--- src/hdl/bcd_display_map.svh ---
// Register offsets, field positions, reset values and counts for the BCD counter display driver.
// Assumes inclusion by bare name from files that need the register map.
`ifndef BCD_DISPLAY_MAP_SVH
`define BCD_DISPLAY_MAP_SVH

// ----------------------------------------------------------------
// Register offsets
// ----------------------------------------------------------------
`define CTRL_OFFSET        12'h000
`define STATUS_OFFSET      12'h004

// ----------------------------------------------------------------
// Control fields
// ----------------------------------------------------------------
`define CTRL_PAR_EN_N_BIT  0
`define CTRL_SER_EN_N_BIT  1
`define CTRL_CLEAR_N_BIT   2
`define CTRL_HOLD_BIT      3
`define CTRL_BLANK_BIT     4
`define CTRL_ZB_IN_N_BIT   5
`define CTRL_POINT_BIT     6
`define CTRL_WIDTH         7
`define CTRL_RESET         7'h27

// ----------------------------------------------------------------
// Status fields
// ----------------------------------------------------------------
`define STAT_COUNT_LSB     0
`define STAT_LATCH_LSB     4
`define STAT_MAXCNT_BIT    8
`define STAT_NODE_BIT      9
`define STAT_SEG_LSB       10
`define STAT_POINT_BIT     17

// ----------------------------------------------------------------
// Counter and bus constants
// ----------------------------------------------------------------
`define COUNT_ZERO         4'h0
`define COUNT_MAX          4'h9
`define RESP_OKAY          2'b00
`define RESP_SLVERR        2'b10

`endif

--- src/hdl/bcd_display_pkg.sv ---
// Types shared by the BCD counter display driver and its segment decoder.
// Assumes the register map header is compiled alongside.
package bcd_display_pkg;

  // ----------------------------------------------------------------
  // Types
  // ----------------------------------------------------------------
  typedef logic [3:0] digit_t;
  typedef logic [6:0] segments_t;

  typedef enum logic [2:0] {
    SEL_CTRL   = 3'b001,
    SEL_STATUS = 3'b010,
    SEL_NONE   = 3'b100
  } reg_sel_t;

endpackage : bcd_display_pkg

--- src/hdl/segment_if.sv ---
// Carrier between the counter core and the segment decoder.
// Assumes both ends share aclk.
`timescale 1ns/1ps
interface segment_if;
  import bcd_display_pkg::*;

  digit_t    value;
  logic      blank;
  logic      point;
  segments_t seg_n;
  logic      point_n;

  modport core    (output value, output blank, output point, input seg_n, input point_n);
  modport decoder (input value, input blank, input point, output seg_n, output point_n);

endinterface : segment_if

--- src/hdl/segment_decoder.sv ---
// Registered seven-segment decoder with decimal point and blanking, active-low outputs.
// Assumes inputs come from logic on aclk.
`timescale 1ns/1ps
module segment_decoder
  import bcd_display_pkg::*;
(
  input wire logic aclk,
  input wire logic aresetn,
  segment_if.decoder link
);

  // ----------------------------------------------------------------
  // Digit shapes, bit 0 is segment a
  // ----------------------------------------------------------------
  function automatic segments_t digit_shape(input digit_t value);
    case (value)
      4'h0:    digit_shape = 7'h3f;
      4'h1:    digit_shape = 7'h06;
      4'h2:    digit_shape = 7'h5b;
      4'h3:    digit_shape = 7'h4f;
      4'h4:    digit_shape = 7'h66;
      4'h5:    digit_shape = 7'h6d;
      4'h6:    digit_shape = 7'h7d;
      4'h7:    digit_shape = 7'h07;
      4'h8:    digit_shape = 7'h7f;
      4'h9:    digit_shape = 7'h6f;
      default: digit_shape = 7'h00;
    endcase
  endfunction : digit_shape

  // ----------------------------------------------------------------
  // Output registers
  // ----------------------------------------------------------------
  always_ff @(posedge aclk) begin
    if (!aresetn) begin
      link.seg_n <= 7'h7f;
    end else if (link.blank) begin
      link.seg_n <= 7'h7f;
    end else begin
      link.seg_n <= ~digit_shape(link.value);
    end
  end

  always_ff @(posedge aclk) begin
    if (!aresetn) begin
      link.point_n <= 1'b1;
    end else begin
      link.point_n <= ~(link.point & ~link.blank);
    end
  end

endmodule : segment_decoder

--- src/hdl/bcd_counter_latch_segment_driver.sv ---
// BCD decade counter with latch, seven-segment driver and AXI4-Lite control.
// Assumes an external pull-up on the zero-blank node and a common-anode display.
//
// Notes on behaviour
// - Clear low forces counter to zero.
// - Count up when both enables low.
// - Parallel enable high holds the count.
// - Serial enable high inhibits, terminal output high.
// - Terminal output low at nine, serial low.
// - Decade wrap nine to zero.
// - Terminal output high for zero through eight.
// - Latch follows counter unless hold set.
// - Latched value out, weights one to eight.
// - Point lit only when requested, unblanked.
// - Blank input darkens all, pulls node low.
// - Zero latched, zero-blank in low blanks.
// - Node low on blank or rippled zero.
// - Node low from anywhere blanks display.
// - Seven segments from latch, point from control.
`timescale 1ns/1ps
`include "bcd_display_map.svh"
module bcd_counter_latch_segment_driver
  import bcd_display_pkg::*;
#(
  parameter int ADDR_W = 12
) (
  input  wire logic              aclk,
  input  wire logic              aresetn,
  input  wire logic [ADDR_W-1:0] s_axi_awaddr,
  input  wire logic [2:0]        s_axi_awprot,
  input  wire logic              s_axi_awvalid,
  output      logic              s_axi_awready,
  input  wire logic [31:0]       s_axi_wdata,
  input  wire logic [3:0]        s_axi_wstrb,
  input  wire logic              s_axi_wvalid,
  output      logic              s_axi_wready,
  output      logic [1:0]        s_axi_bresp,
  output      logic              s_axi_bvalid,
  input  wire logic              s_axi_bready,
  input  wire logic [ADDR_W-1:0] s_axi_araddr,
  input  wire logic [2:0]        s_axi_arprot,
  input  wire logic              s_axi_arvalid,
  output      logic              s_axi_arready,
  output      logic [31:0]       s_axi_rdata,
  output      logic [1:0]        s_axi_rresp,
  output      logic              s_axi_rvalid,
  input  wire logic              s_axi_rready,
  output      logic [6:0]        seg_n,
  output      logic              point_segment_out,
  output      logic              bcd_out_weight1,
  output      logic              bcd_out_weight2,
  output      logic              bcd_out_weight4,
  output      logic              bcd_out_weight8,
  output      logic              max_count_n,
  input  wire logic              zero_blank_node_n_level,
  output      logic              zero_blank_node_n_drive,
  output      logic              zero_blank_node_n_oe
);

  // ----------------------------------------------------------------
  // Declarations
  // ----------------------------------------------------------------
  logic [`CTRL_WIDTH-1:0] ctrl;
  digit_t                 count;
  digit_t                 latched;
  logic                   node_meta;
  logic                   node_sync;
  logic                   aw_done;
  logic                   w_done;
  logic [ADDR_W-1:0]      aw_addr;
  logic [31:0]            w_data;
  logic [3:0]             w_hold_latch;
  logic                   write_commit;
  reg_sel_t               write_sel;
  logic                   parallel_count_enable_n;
  logic                   serial_count_enable_n;
  logic                   direct_clear_n;
  logic                   hold_latch;
  logic                   blank_all;
  logic                   zero_blank_in_n;
  logic                   point_in;
  logic                   zero_blank_out_n;
  logic                   display_blank;
  logic                   blank_q;
  segment_if              seg_link ();

  // ----------------------------------------------------------------
  // Address decode
  // ----------------------------------------------------------------
  function automatic reg_sel_t decode_addr(input logic [ADDR_W-1:0] addr);
    if (addr[ADDR_W-1:2] == (ADDR_W-2)'(`CTRL_OFFSET >> 2)) begin
      decode_addr = SEL_CTRL;
    end else if (addr[ADDR_W-1:2] == (ADDR_W-2)'(`STATUS_OFFSET >> 2)) begin
      decode_addr = SEL_STATUS;
    end else begin
      decode_addr = SEL_NONE;
    end
  endfunction : decode_addr

  // ----------------------------------------------------------------
  // Control fields
  // ----------------------------------------------------------------
  assign parallel_count_enable_n = ctrl[`CTRL_PAR_EN_N_BIT];
  assign serial_count_enable_n   = ctrl[`CTRL_SER_EN_N_BIT];
  assign direct_clear_n          = ctrl[`CTRL_CLEAR_N_BIT];
  assign hold_latch              = ctrl[`CTRL_HOLD_BIT];
  assign blank_all               = ctrl[`CTRL_BLANK_BIT];
  assign zero_blank_in_n         = ctrl[`CTRL_ZB_IN_N_BIT];
  assign point_in                = ctrl[`CTRL_POINT_BIT];

  // ----------------------------------------------------------------
  // Write channels
  // ----------------------------------------------------------------
  assign write_commit = aw_done & w_done & ~s_axi_bvalid;
  assign write_sel    = decode_addr(aw_addr);

  always_ff @(posedge aclk) begin
    if (!aresetn) begin
      s_axi_awready <= 1'b1;
      aw_done       <= 1'b0;
      aw_addr       <= '0;
    end else if (s_axi_awvalid && s_axi_awready) begin
      s_axi_awready <= 1'b0;
      aw_done       <= 1'b1;
      aw_addr       <= s_axi_awaddr;
    end else if (write_commit) begin
      aw_done       <= 1'b0;
    end else if (s_axi_bvalid && s_axi_bready) begin
      s_axi_awready <= 1'b1;
    end
  end

  always_ff @(posedge aclk) begin
    if (!aresetn) begin
      s_axi_wready <= 1'b1;
      w_done       <= 1'b0;
      w_data       <= '0;
      w_hold_latch       <= '0;
    end else if (s_axi_wvalid && s_axi_wready) begin
      s_axi_wready <= 1'b0;
      w_done       <= 1'b1;
      w_data       <= s_axi_wdata;
      w_hold_latch       <= s_axi_wstrb;
    end else if (write_commit) begin
      w_done       <= 1'b0;
    end else if (s_axi_bvalid && s_axi_bready) begin
      s_axi_wready <= 1'b1;
    end
  end

  always_ff @(posedge aclk) begin
    if (!aresetn) begin
      s_axi_bvalid <= 1'b0;
      s_axi_bresp  <= `RESP_OKAY;
    end else if (write_commit) begin
      s_axi_bvalid <= 1'b1;
      s_axi_bresp  <= (write_sel == SEL_NONE) ? `RESP_SLVERR : `RESP_OKAY;
    end else if (s_axi_bready) begin
      s_axi_bvalid <= 1'b0;
    end
  end

  // ----------------------------------------------------------------
  // Control register
  // ----------------------------------------------------------------
  always_ff @(posedge aclk) begin
    if (!aresetn) begin
      ctrl <= `CTRL_RESET;
    end else if (write_commit && write_sel == SEL_CTRL && w_hold_latch[0]) begin
      ctrl <= w_data[`CTRL_WIDTH-1:0];
    end
  end

  // ----------------------------------------------------------------
  // Read channel
  // ----------------------------------------------------------------
  always_ff @(posedge aclk) begin
    if (!aresetn) begin
      s_axi_arready <= 1'b1;
      s_axi_rvalid  <= 1'b0;
      s_axi_rdata   <= 32'h0000_0000;
      s_axi_rresp   <= `RESP_OKAY;
    end else if (s_axi_arvalid && s_axi_arready) begin
      s_axi_arready <= 1'b0;
      s_axi_rvalid  <= 1'b1;
      s_axi_rresp   <= `RESP_OKAY;
      s_axi_rdata   <= 32'h0000_0000;
      case (decode_addr(s_axi_araddr))
        SEL_CTRL: begin
          s_axi_rdata[`CTRL_WIDTH-1:0] <= ctrl;
        end
        SEL_STATUS: begin
          s_axi_rdata[`STAT_COUNT_LSB +: 4] <= count;
          s_axi_rdata[`STAT_LATCH_LSB +: 4] <= latched;
          s_axi_rdata[`STAT_MAXCNT_BIT]     <= max_count_n;
          s_axi_rdata[`STAT_NODE_BIT]       <= node_sync;
          s_axi_rdata[`STAT_SEG_LSB +: 7]   <= seg_link.seg_n;
          s_axi_rdata[`STAT_POINT_BIT]      <= seg_link.point_n;
        end
        default: begin
          s_axi_rresp <= `RESP_SLVERR;
        end
      endcase
    end else if (s_axi_rvalid && s_axi_rready) begin
      s_axi_rvalid  <= 1'b0;
      s_axi_arready <= 1'b1;
    end
  end

  // ----------------------------------------------------------------
  // Decade counter
  // ----------------------------------------------------------------
  always_ff @(posedge aclk) begin
    if (!aresetn) begin
      count <= `COUNT_ZERO;
    end else if (!direct_clear_n) begin
      count <= `COUNT_ZERO;
    end else if (!parallel_count_enable_n && !serial_count_enable_n) begin
      if (count == `COUNT_MAX) begin
        count <= `COUNT_ZERO;
      end else begin
        count <= count + 4'h1;
      end
    end
  end

  // ----------------------------------------------------------------
  // Terminal count output
  // ----------------------------------------------------------------
  always_ff @(posedge aclk) begin
    if (!aresetn) begin
      max_count_n <= 1'b1;
    end else begin
      max_count_n <= ~((count == `COUNT_MAX) & ~serial_count_enable_n);
    end
  end

  // ----------------------------------------------------------------
  // Output latch
  // ----------------------------------------------------------------
  always_ff @(posedge aclk) begin
    if (!aresetn) begin
      latched <= `COUNT_ZERO;
    end else if (!hold_latch) begin
      latched <= count;
    end
  end

  assign bcd_out_weight1 = latched[0];
  assign bcd_out_weight2 = latched[1];
  assign bcd_out_weight4 = latched[2];
  assign bcd_out_weight8 = latched[3];

  // ----------------------------------------------------------------
  // Zero-blank node
  // ----------------------------------------------------------------
  assign zero_blank_out_n = ~(blank_all | ((latched == `COUNT_ZERO) & ~zero_blank_in_n));

  always_ff @(posedge aclk) begin
    if (!aresetn) begin
      zero_blank_node_n_drive <= 1'b0;
      zero_blank_node_n_oe    <= 1'b0;
    end else begin
      zero_blank_node_n_drive <= 1'b0;
      zero_blank_node_n_oe    <= ~zero_blank_out_n;
    end
  end

  always_ff @(posedge aclk) begin
    if (!aresetn) begin
      node_meta <= 1'b1;
      node_sync <= 1'b1;
    end else begin
      node_meta <= zero_blank_node_n_level;
      node_sync <= node_meta;
    end
  end

  // ----------------------------------------------------------------
  // Display blanking
  // ----------------------------------------------------------------
  assign display_blank = ~zero_blank_out_n | ~node_sync;

  always_ff @(posedge aclk) begin
    if (!aresetn) begin
      blank_q <= 1'b1;
    end else begin
      blank_q <= display_blank;
    end
  end

  // ----------------------------------------------------------------
  // Segment decoder
  // ----------------------------------------------------------------
  assign seg_link.value = latched;
  assign seg_link.blank = blank_q;
  assign seg_link.point = point_in;

  segment_decoder u_decoder (
    .aclk    (aclk),
    .aresetn (aresetn),
    .link    (seg_link.decoder)
  );

  assign seg_n             = seg_link.seg_n;
  assign point_segment_out = seg_link.point_n;

endmodule : bcd_counter_latch_segment_driver

--- config.mk ---
export PLATFORM = sky130hd
export DESIGN_NAME = bcd_counter_latch_segment_driver
export DESIGN_NICKNAME = d
export VERILOG_FILES = /design/src/hdl/bcd_display_pkg.sv /design/src/hdl/segment_if.sv /design/src/hdl/segment_decoder.sv /design/src/hdl/bcd_counter_latch_segment_driver.sv
export VERILOG_INCLUDE_DIRS = /design/src /design/src/hdl
export SDC_FILE = /design/constraint.sdc
export NUM_CORES = 1
export LEC_CHECK = 0
export BUFFER_PORTS_ARGS = -buffer_cell sky130_fd_sc_hd__buf_2
export CAP_MARGIN = 20
export CORE_MARGIN = 10
export CORE_UTILIZATION = 40
export CTS_BUF_LIST = sky130_fd_sc_hd__clkbuf_16
export DETAILED_ROUTE_END_ITERATION = 10
export PLACE_DENSITY = 0.7
export SYNTH_ARGS = -nofsm -noshare
export SYNTH_HDL_FRONTEND = slang
export SYNTH_HIERARCHICAL = 1
export SYNTH_SLANG_ARGS = --single-unit
--- constraint.sdc ---
create_clock -name aclk -period 3.2 [get_ports aclk]
set_input_delay 0.32 -clock aclk [delete_from_list [all_inputs] [get_ports aclk]]
set_output_delay 0.32 -clock aclk [all_outputs]
set_load 0.005 [all_outputs]
After elaboration in Yosys (flattened, before gate mapping)

Memory sizes are Yosys's and may differ from the RTL's. A register that Yosys moved wholly into a read port is not among the register bits.
Cells that the tools add are included.

$add $sub $neg: 1
Equality and inequality tests: 9
Multiplexer cells: 28
Bitwise gates (word level): 16
Reduce and logical (&&, ||, !) cells: 24

Operators by type and width:

| kind                                                                    | number |
|---|---|
| 10-bit by 1-bit equality test with 1-bit output (second input constant) | 2 |
| 10-bit zero test                                                        | 2 |
| 3-bit 2-to-1 mux                                                        | 6 |
| 7-bit 2-to-1 mux                                                        | 2 |
| 7-bit case mux with 2 select lines                                      | 1 |
| 1-bit 2-to-1 mux                                                        | 13 |
| 4-bit 2-to-1 mux                                                        | 3 |
| 2-bit nonzero test                                                      | 6 |
| 11-bit 2-to-1 mux                                                       | 1 |
| 1-bit logical AND                                                       | 8 |
| 1-bit NOT                                                               | 8 |
| 7-bit NOT                                                               | 1 |
| 3-bit by 1-bit equality test with 1-bit output (second input constant)  | 2 |
| 2-bit AND reduction                                                     | 3 |
| 1-bit AND                                                               | 5 |
| 4-bit by 1-bit adder with 4-bit output (second input constant)          | 1 |
| 4-bit equality test (second input constant)                             | 1 |
| 4-bit zero test                                                         | 1 |
| 2-bit 2-to-1 mux                                                        | 2 |
| 2-bit by 1-bit != test with 1-bit output (second input constant)        | 2 |
| 2-bit OR reduction                                                      | 2 |
| 3-bit by 2-bit equality test with 1-bit output (second input constant)  | 1 |
| 3-bit equality test (second input constant)                             | 1 |
| 1-bit zero test                                                         | 2 |
| 1-bit bitwise OR                                                        | 2 |

Register bits: 77
ROM bits: 112
Input bits: 74
Output and inout bits: 56
Logic and storage cells: 102
Memories kept: 1

Memories:

| name            | words | bits a word | rd ports | clocked after memory_dff | write ports | line                  | source |
|---|---|---|---|---|---|---|---|
| (no name shown) | 16    | 7           | 1        | 1                        | 0           | segment_decoder.sv:16 | `case (value)` |

Longest topological paths before layout

Depth after elaboration: 8
Mapped depth: 5
Gate-level depth less buffers: 5

Hierarchy

The synthesis kept the hierarchy.

Modules (own cells, without submodules):

| module                           | instances | cells an instance | area an instance (sq um) | sequential area each (sq um) |
|---|---|---|---|---|
| bcd_counter_latch_segment_driver | 1         | 298               | 2539.9                   | 1301.2 |
| segment_decoder                  | 1         | 37                | 359.1                    | 160.2 |

Least setup slack after synthesis

OpenSTA, ideal clock, no wires.

Kind: reg-to-reg
From: register aw_addr[10]
To: register ctrl[0]
Library setup time: 72 ps
Data arrival time: 1592 ps
Data required time: 3128 ps
Slack: 1536 ps
Cell stages (with the launch flop): 4
Path buffers: 0
Period minus slack after synthesis: 1664 ps
Path through: dfxtp_1 or4_4 nor4_4 mux2i_1

Longest elaborated chain between the ends: 6
Elaborated cells on any way between the ends: 7
Classes of those cells: eq/ne: 2; mux: 2; reduce/logical: 3

Ends and longest elaborated chain:

| element                                            | line                                    | source |
|---|---|---|
| start, declared                                    | bcd_counter_latch_segment_driver.sv:70  | `logic [ADDR_W-1:0] aw_addr;` |
| start signal, assigned                             | bcd_counter_latch_segment_driver.sv:125 | `aw_addr <= s_axi_awaddr;` |
| 10-bit by 1-bit equality test with 1-bit output    | bcd_counter_latch_segment_driver.sv:93  | `` end else if (addr[ADDR_W-1:2] == (ADDR_W-2)'(`STATUS_OFFSET >> 2)) begin `` |
| 3-bit 2-to-1 mux                                   | bcd_counter_latch_segment_driver.sv:93  |  |
| 3-bit 2-to-1 mux (*)                               | bcd_counter_latch_segment_driver.sv:91  | `` if (addr[ADDR_W-1:2] == (ADDR_W-2)'(`CTRL_OFFSET >> 2)) begin `` |
| 3-bit by 1-bit equality test with 1-bit output (*) | bcd_counter_latch_segment_driver.sv:169 | `end else if (write_commit && write_sel == SEL_CTRL && w_hold_latch[0]) begin` |
| 1-bit logical AND (*) (2 in a row)                 | bcd_counter_latch_segment_driver.sv:169 |  |
| end signal, assigned                               | bcd_counter_latch_segment_driver.sv:168 | `` ctrl <= `CTRL_RESET; `` |
| end signal, assigned                               | bcd_counter_latch_segment_driver.sv:170 | `` ctrl <= w_data[`CTRL_WIDTH-1:0]; `` |
| end, declared                                      | bcd_counter_latch_segment_driver.sv:63  | `` logic [`CTRL_WIDTH-1:0] ctrl; `` |

Mark *: on every way between the ends. The rest lies on a longest branch, timed or not.
A chain may end at the register's enable or synchronous reset.

Final worst setup path

From: register aw_addr[10]
To: register ctrl[5]

Same word-level chain as after synthesis.

==> impl_metrics.json <==
{
  "status": "complete, no violations",
  "die_height_um": 105.1,
  "finalCritPeriodShare": 0.5712,
  "clock-sinks": 73,
  "syn-instance-count": 335,
  "first_global_vias": 2356,
  "dp.final_hpwl_um": 5012,
  "ys_seq_area_frac": 0.5041,
  "htree_levels": 3,
  "coreArea_mm2": 0.006907,
  "ant_nets": 0,
  "setup_tns_ns": 0,
  "gp_congestion": 0.7926,
  "fin_nets": 485,
  "grt_max_degree": 29,
  "cts_root_buffer": "clkbuf_16",
  "row_count": 30,
  "drv_slew": 0,
  "power.density_mw_per_mm2": 589.9,
  "fin_crit_ns": 1.828,
  "hold_buffers": 0,
  "fmax_ghz": 0.5471,
  "hold_viol_final": 0,
  "cts.reportedPaths.clkPinSlew_ns": 0.06,
  "maxSlewHeadroom": 0.5634,
  "cap_violations": 0,
  "synth.avg_cell_area_um2": 8.654,
  "final_layout_size_suffix_gt1_frac": 0.2336,
  "ctsResizeCount": 0,
  "ys_warn_count": 6,
  "wl_per_cell_um": 12.94,
  "setup_viol": 0,
  "globalRouteTotalUtil": 0.1197,
  "area_growth_pct": 23.65,
  "final_common_cell": "nand2_1",
  "clk_latency_ns": 0.32,
  "diodes": 0,
  "startpoint_type": "flip-flop",
  "rsz0062_at_grt": "no",
  "gr-total-overflow": 0,
  "start_util": 0.4197,
  "p_leak_uw": 0.001538,
  "crit_path_end_kind": "flip-flop",
  "ys_types": 37,
  "cp.arrival_ns": 2.08,
  "drc": 0,
  "port_buffers": 74,
  "cts_tree": "built",
  "wl_um": 6561,
  "io_pins": 130,
  "fin_skew_ns": 0.004598,
  "vdd_ir_drop_max_mv": 0.2704,
  "worstMarginPinSlew_ns": 0.6501,
  "cp.required_ns": 3.45,
  "ys_seq_elements": 73,
  "cts_buffers": 9,
  "final_cell_mix": "nand2_1 (80), buf_2 (74), dfxtp_1 (73)",
  "die_w_um": 105.1,
  "post-cts-setup-buffers": 0,
  "drtIter0Drc": 89,
  "via_count": 2391,
  "netlist_area_mm2": 0.002899,
  "drtPass1Iterations": 5,
  "path_class": "flip-flop to flip-flop",
  "via_per_inst": 4.716,
  "grt_pass1_wl_um": 11030,
  "path_max_fanout": 7,
  "holdWs_ns": 0.1902,
  "dieArea_mm2": 0.01105,
  "antenna_found_initial": 0,
  "clock_path_buffers": 2,
  "hold_class": "primary input to flip-flop"
}
-- worst paths after layout --
check	from	endpoint	slack [ns]	depth (start not counted)
setup / recovery	aw_addr[10]	ctrl[5]	1.37	3
hold / removal	zero_blank_node_n_level	node_meta	0.19	2
setup reg to reg	aw_addr[10]	ctrl[5]	1.37	3
hold reg to reg	node_sync	blank_q	0.41	1
-- kinds of logic (layout without fill, tap and decap cells) --
| kind of cell | count (synthesis) | after routing | synth area share |
|---|---|---|---|
| flip-flops | 73 | 73 | 0.5041 |
| other | 1 | 17 | 0.001294 |
| AND/OR/NAND/NOR | 127 | 127 | 0.2037 |
| buffers and inverters | 40 | 100 | 0.07639 |
| multiplexers | 19 | 19 | 0.06560 |
| AO/OA/AOI/OAI | 70 | 70 | 0.1273 |
| adder cells (fa/ha/maj) | 5 | 5 | 0.02158 |
-- state kept, by name, summed over array words and instances, names as in the netlist, 4 cells and up --
register	flops
u_decoder/link.seg_n	7
latched	4
aw_addr	10
count	4
ctrl	7
w_data	7
s_axi_rdata	18
-- per-stage QoR --
stage,instance area (µm²),utilization,cells,total power (µW),setup slack (ns)
final,3585,0.5190,507,2115,1.372
after global routing,3585,0.5190,507,2203,1.231
after CTS,3585,0.5190,507,2137,1.323
after detailed placement,3273,0.4739,491,1106,1.328
after global placement,3273,0.4739,491,1101,1.381
after floorplan,2959,-,351,1069,1.536
-- cell usage after synthesis --
library cell / instances / area share
a21boi_1: 1 / 0.0026
a21oi_1: 30 / 0.052
a221oi_1: 1 / 0.0030
a31oi_1: 2 / 0.0043
and2_1: 3 / 0.0065
and2_4: 1 / 0.0030
and2b_2: 1 / 0.0030
buf_4: 17 / 0.044
buf_6: 1 / 0.0039
clkbuf_1: 14 / 0.018
clkinv_1: 1 / 0.0013
conb_1: 1 / 0.0013
dfxtp_1: 73 / 0.50
ha_1: 5 / 0.022
inv_1: 7 / 0.0091
mux2i_1: 19 / 0.066
nand2_1: 80 / 0.10
nand2b_1: 4 / 0.0086
nand3_1: 1 / 0.0017
nand3b_1: 1 / 0.0026
nand4_1: 1 / 0.0022
nand4b_1: 1 / 0.0030
nand4bb_1: 1 / 0.0039
nor2_1: 17 / 0.022
nor2b_1: 3 / 0.0065
nor3_1: 3 / 0.0052
nor4_1: 1 / 0.0022
nor4_4: 1 / 0.0073
nor4bb_1: 1 / 0.0035
o21a_1: 1 / 0.0026
o21ai_0: 29 / 0.050
o21ai_1: 4 / 0.0069
o21ai_2: 2 / 0.0060
or3_1: 4 / 0.0086
or3b_2: 1 / 0.0030
or4_4: 1 / 0.0039
or4b_1: 1 / 0.0035
-- area by class of cell --
class | count | area (µm²)
clock buffers | 9 | 225.2
well taps | 96 | 120.1
repair buffers | 76 | 385.4
multi-input cells | 238 | 1276
clock inverters | 7 | 86.33
flip-flops and latches | 73 | 1461
inverters | 8 | 30.03
fillers | 673 | 3322
-- power by group --
| group | internal, µW | switching, µW |
|---|---|---|
| combinational | 55.1 | 75.3 |
| clock | 673 | 356 |
| sequential | 939 | 16.5 |
| total | 1670 | 447 |
-- worst max-delay path, stage by stage, from the launching register on --
cell and delay [ns]:
dfxtp_1 0.31, or4_4 0.55, nor4_4 0.64, mux2i_1 0.25
-- metal layers --
layer	GRT usage	part of all wire	vias to the layer above
met1	0.1398	0.44	1068
li1	-	-	1223
met2	0.1824	0.44	89
met4	0.05588	0.015	0
met3	0.05528	0.10	11
met5	0	0	-
Note: power is estimated with default switching activity, not from simulation.
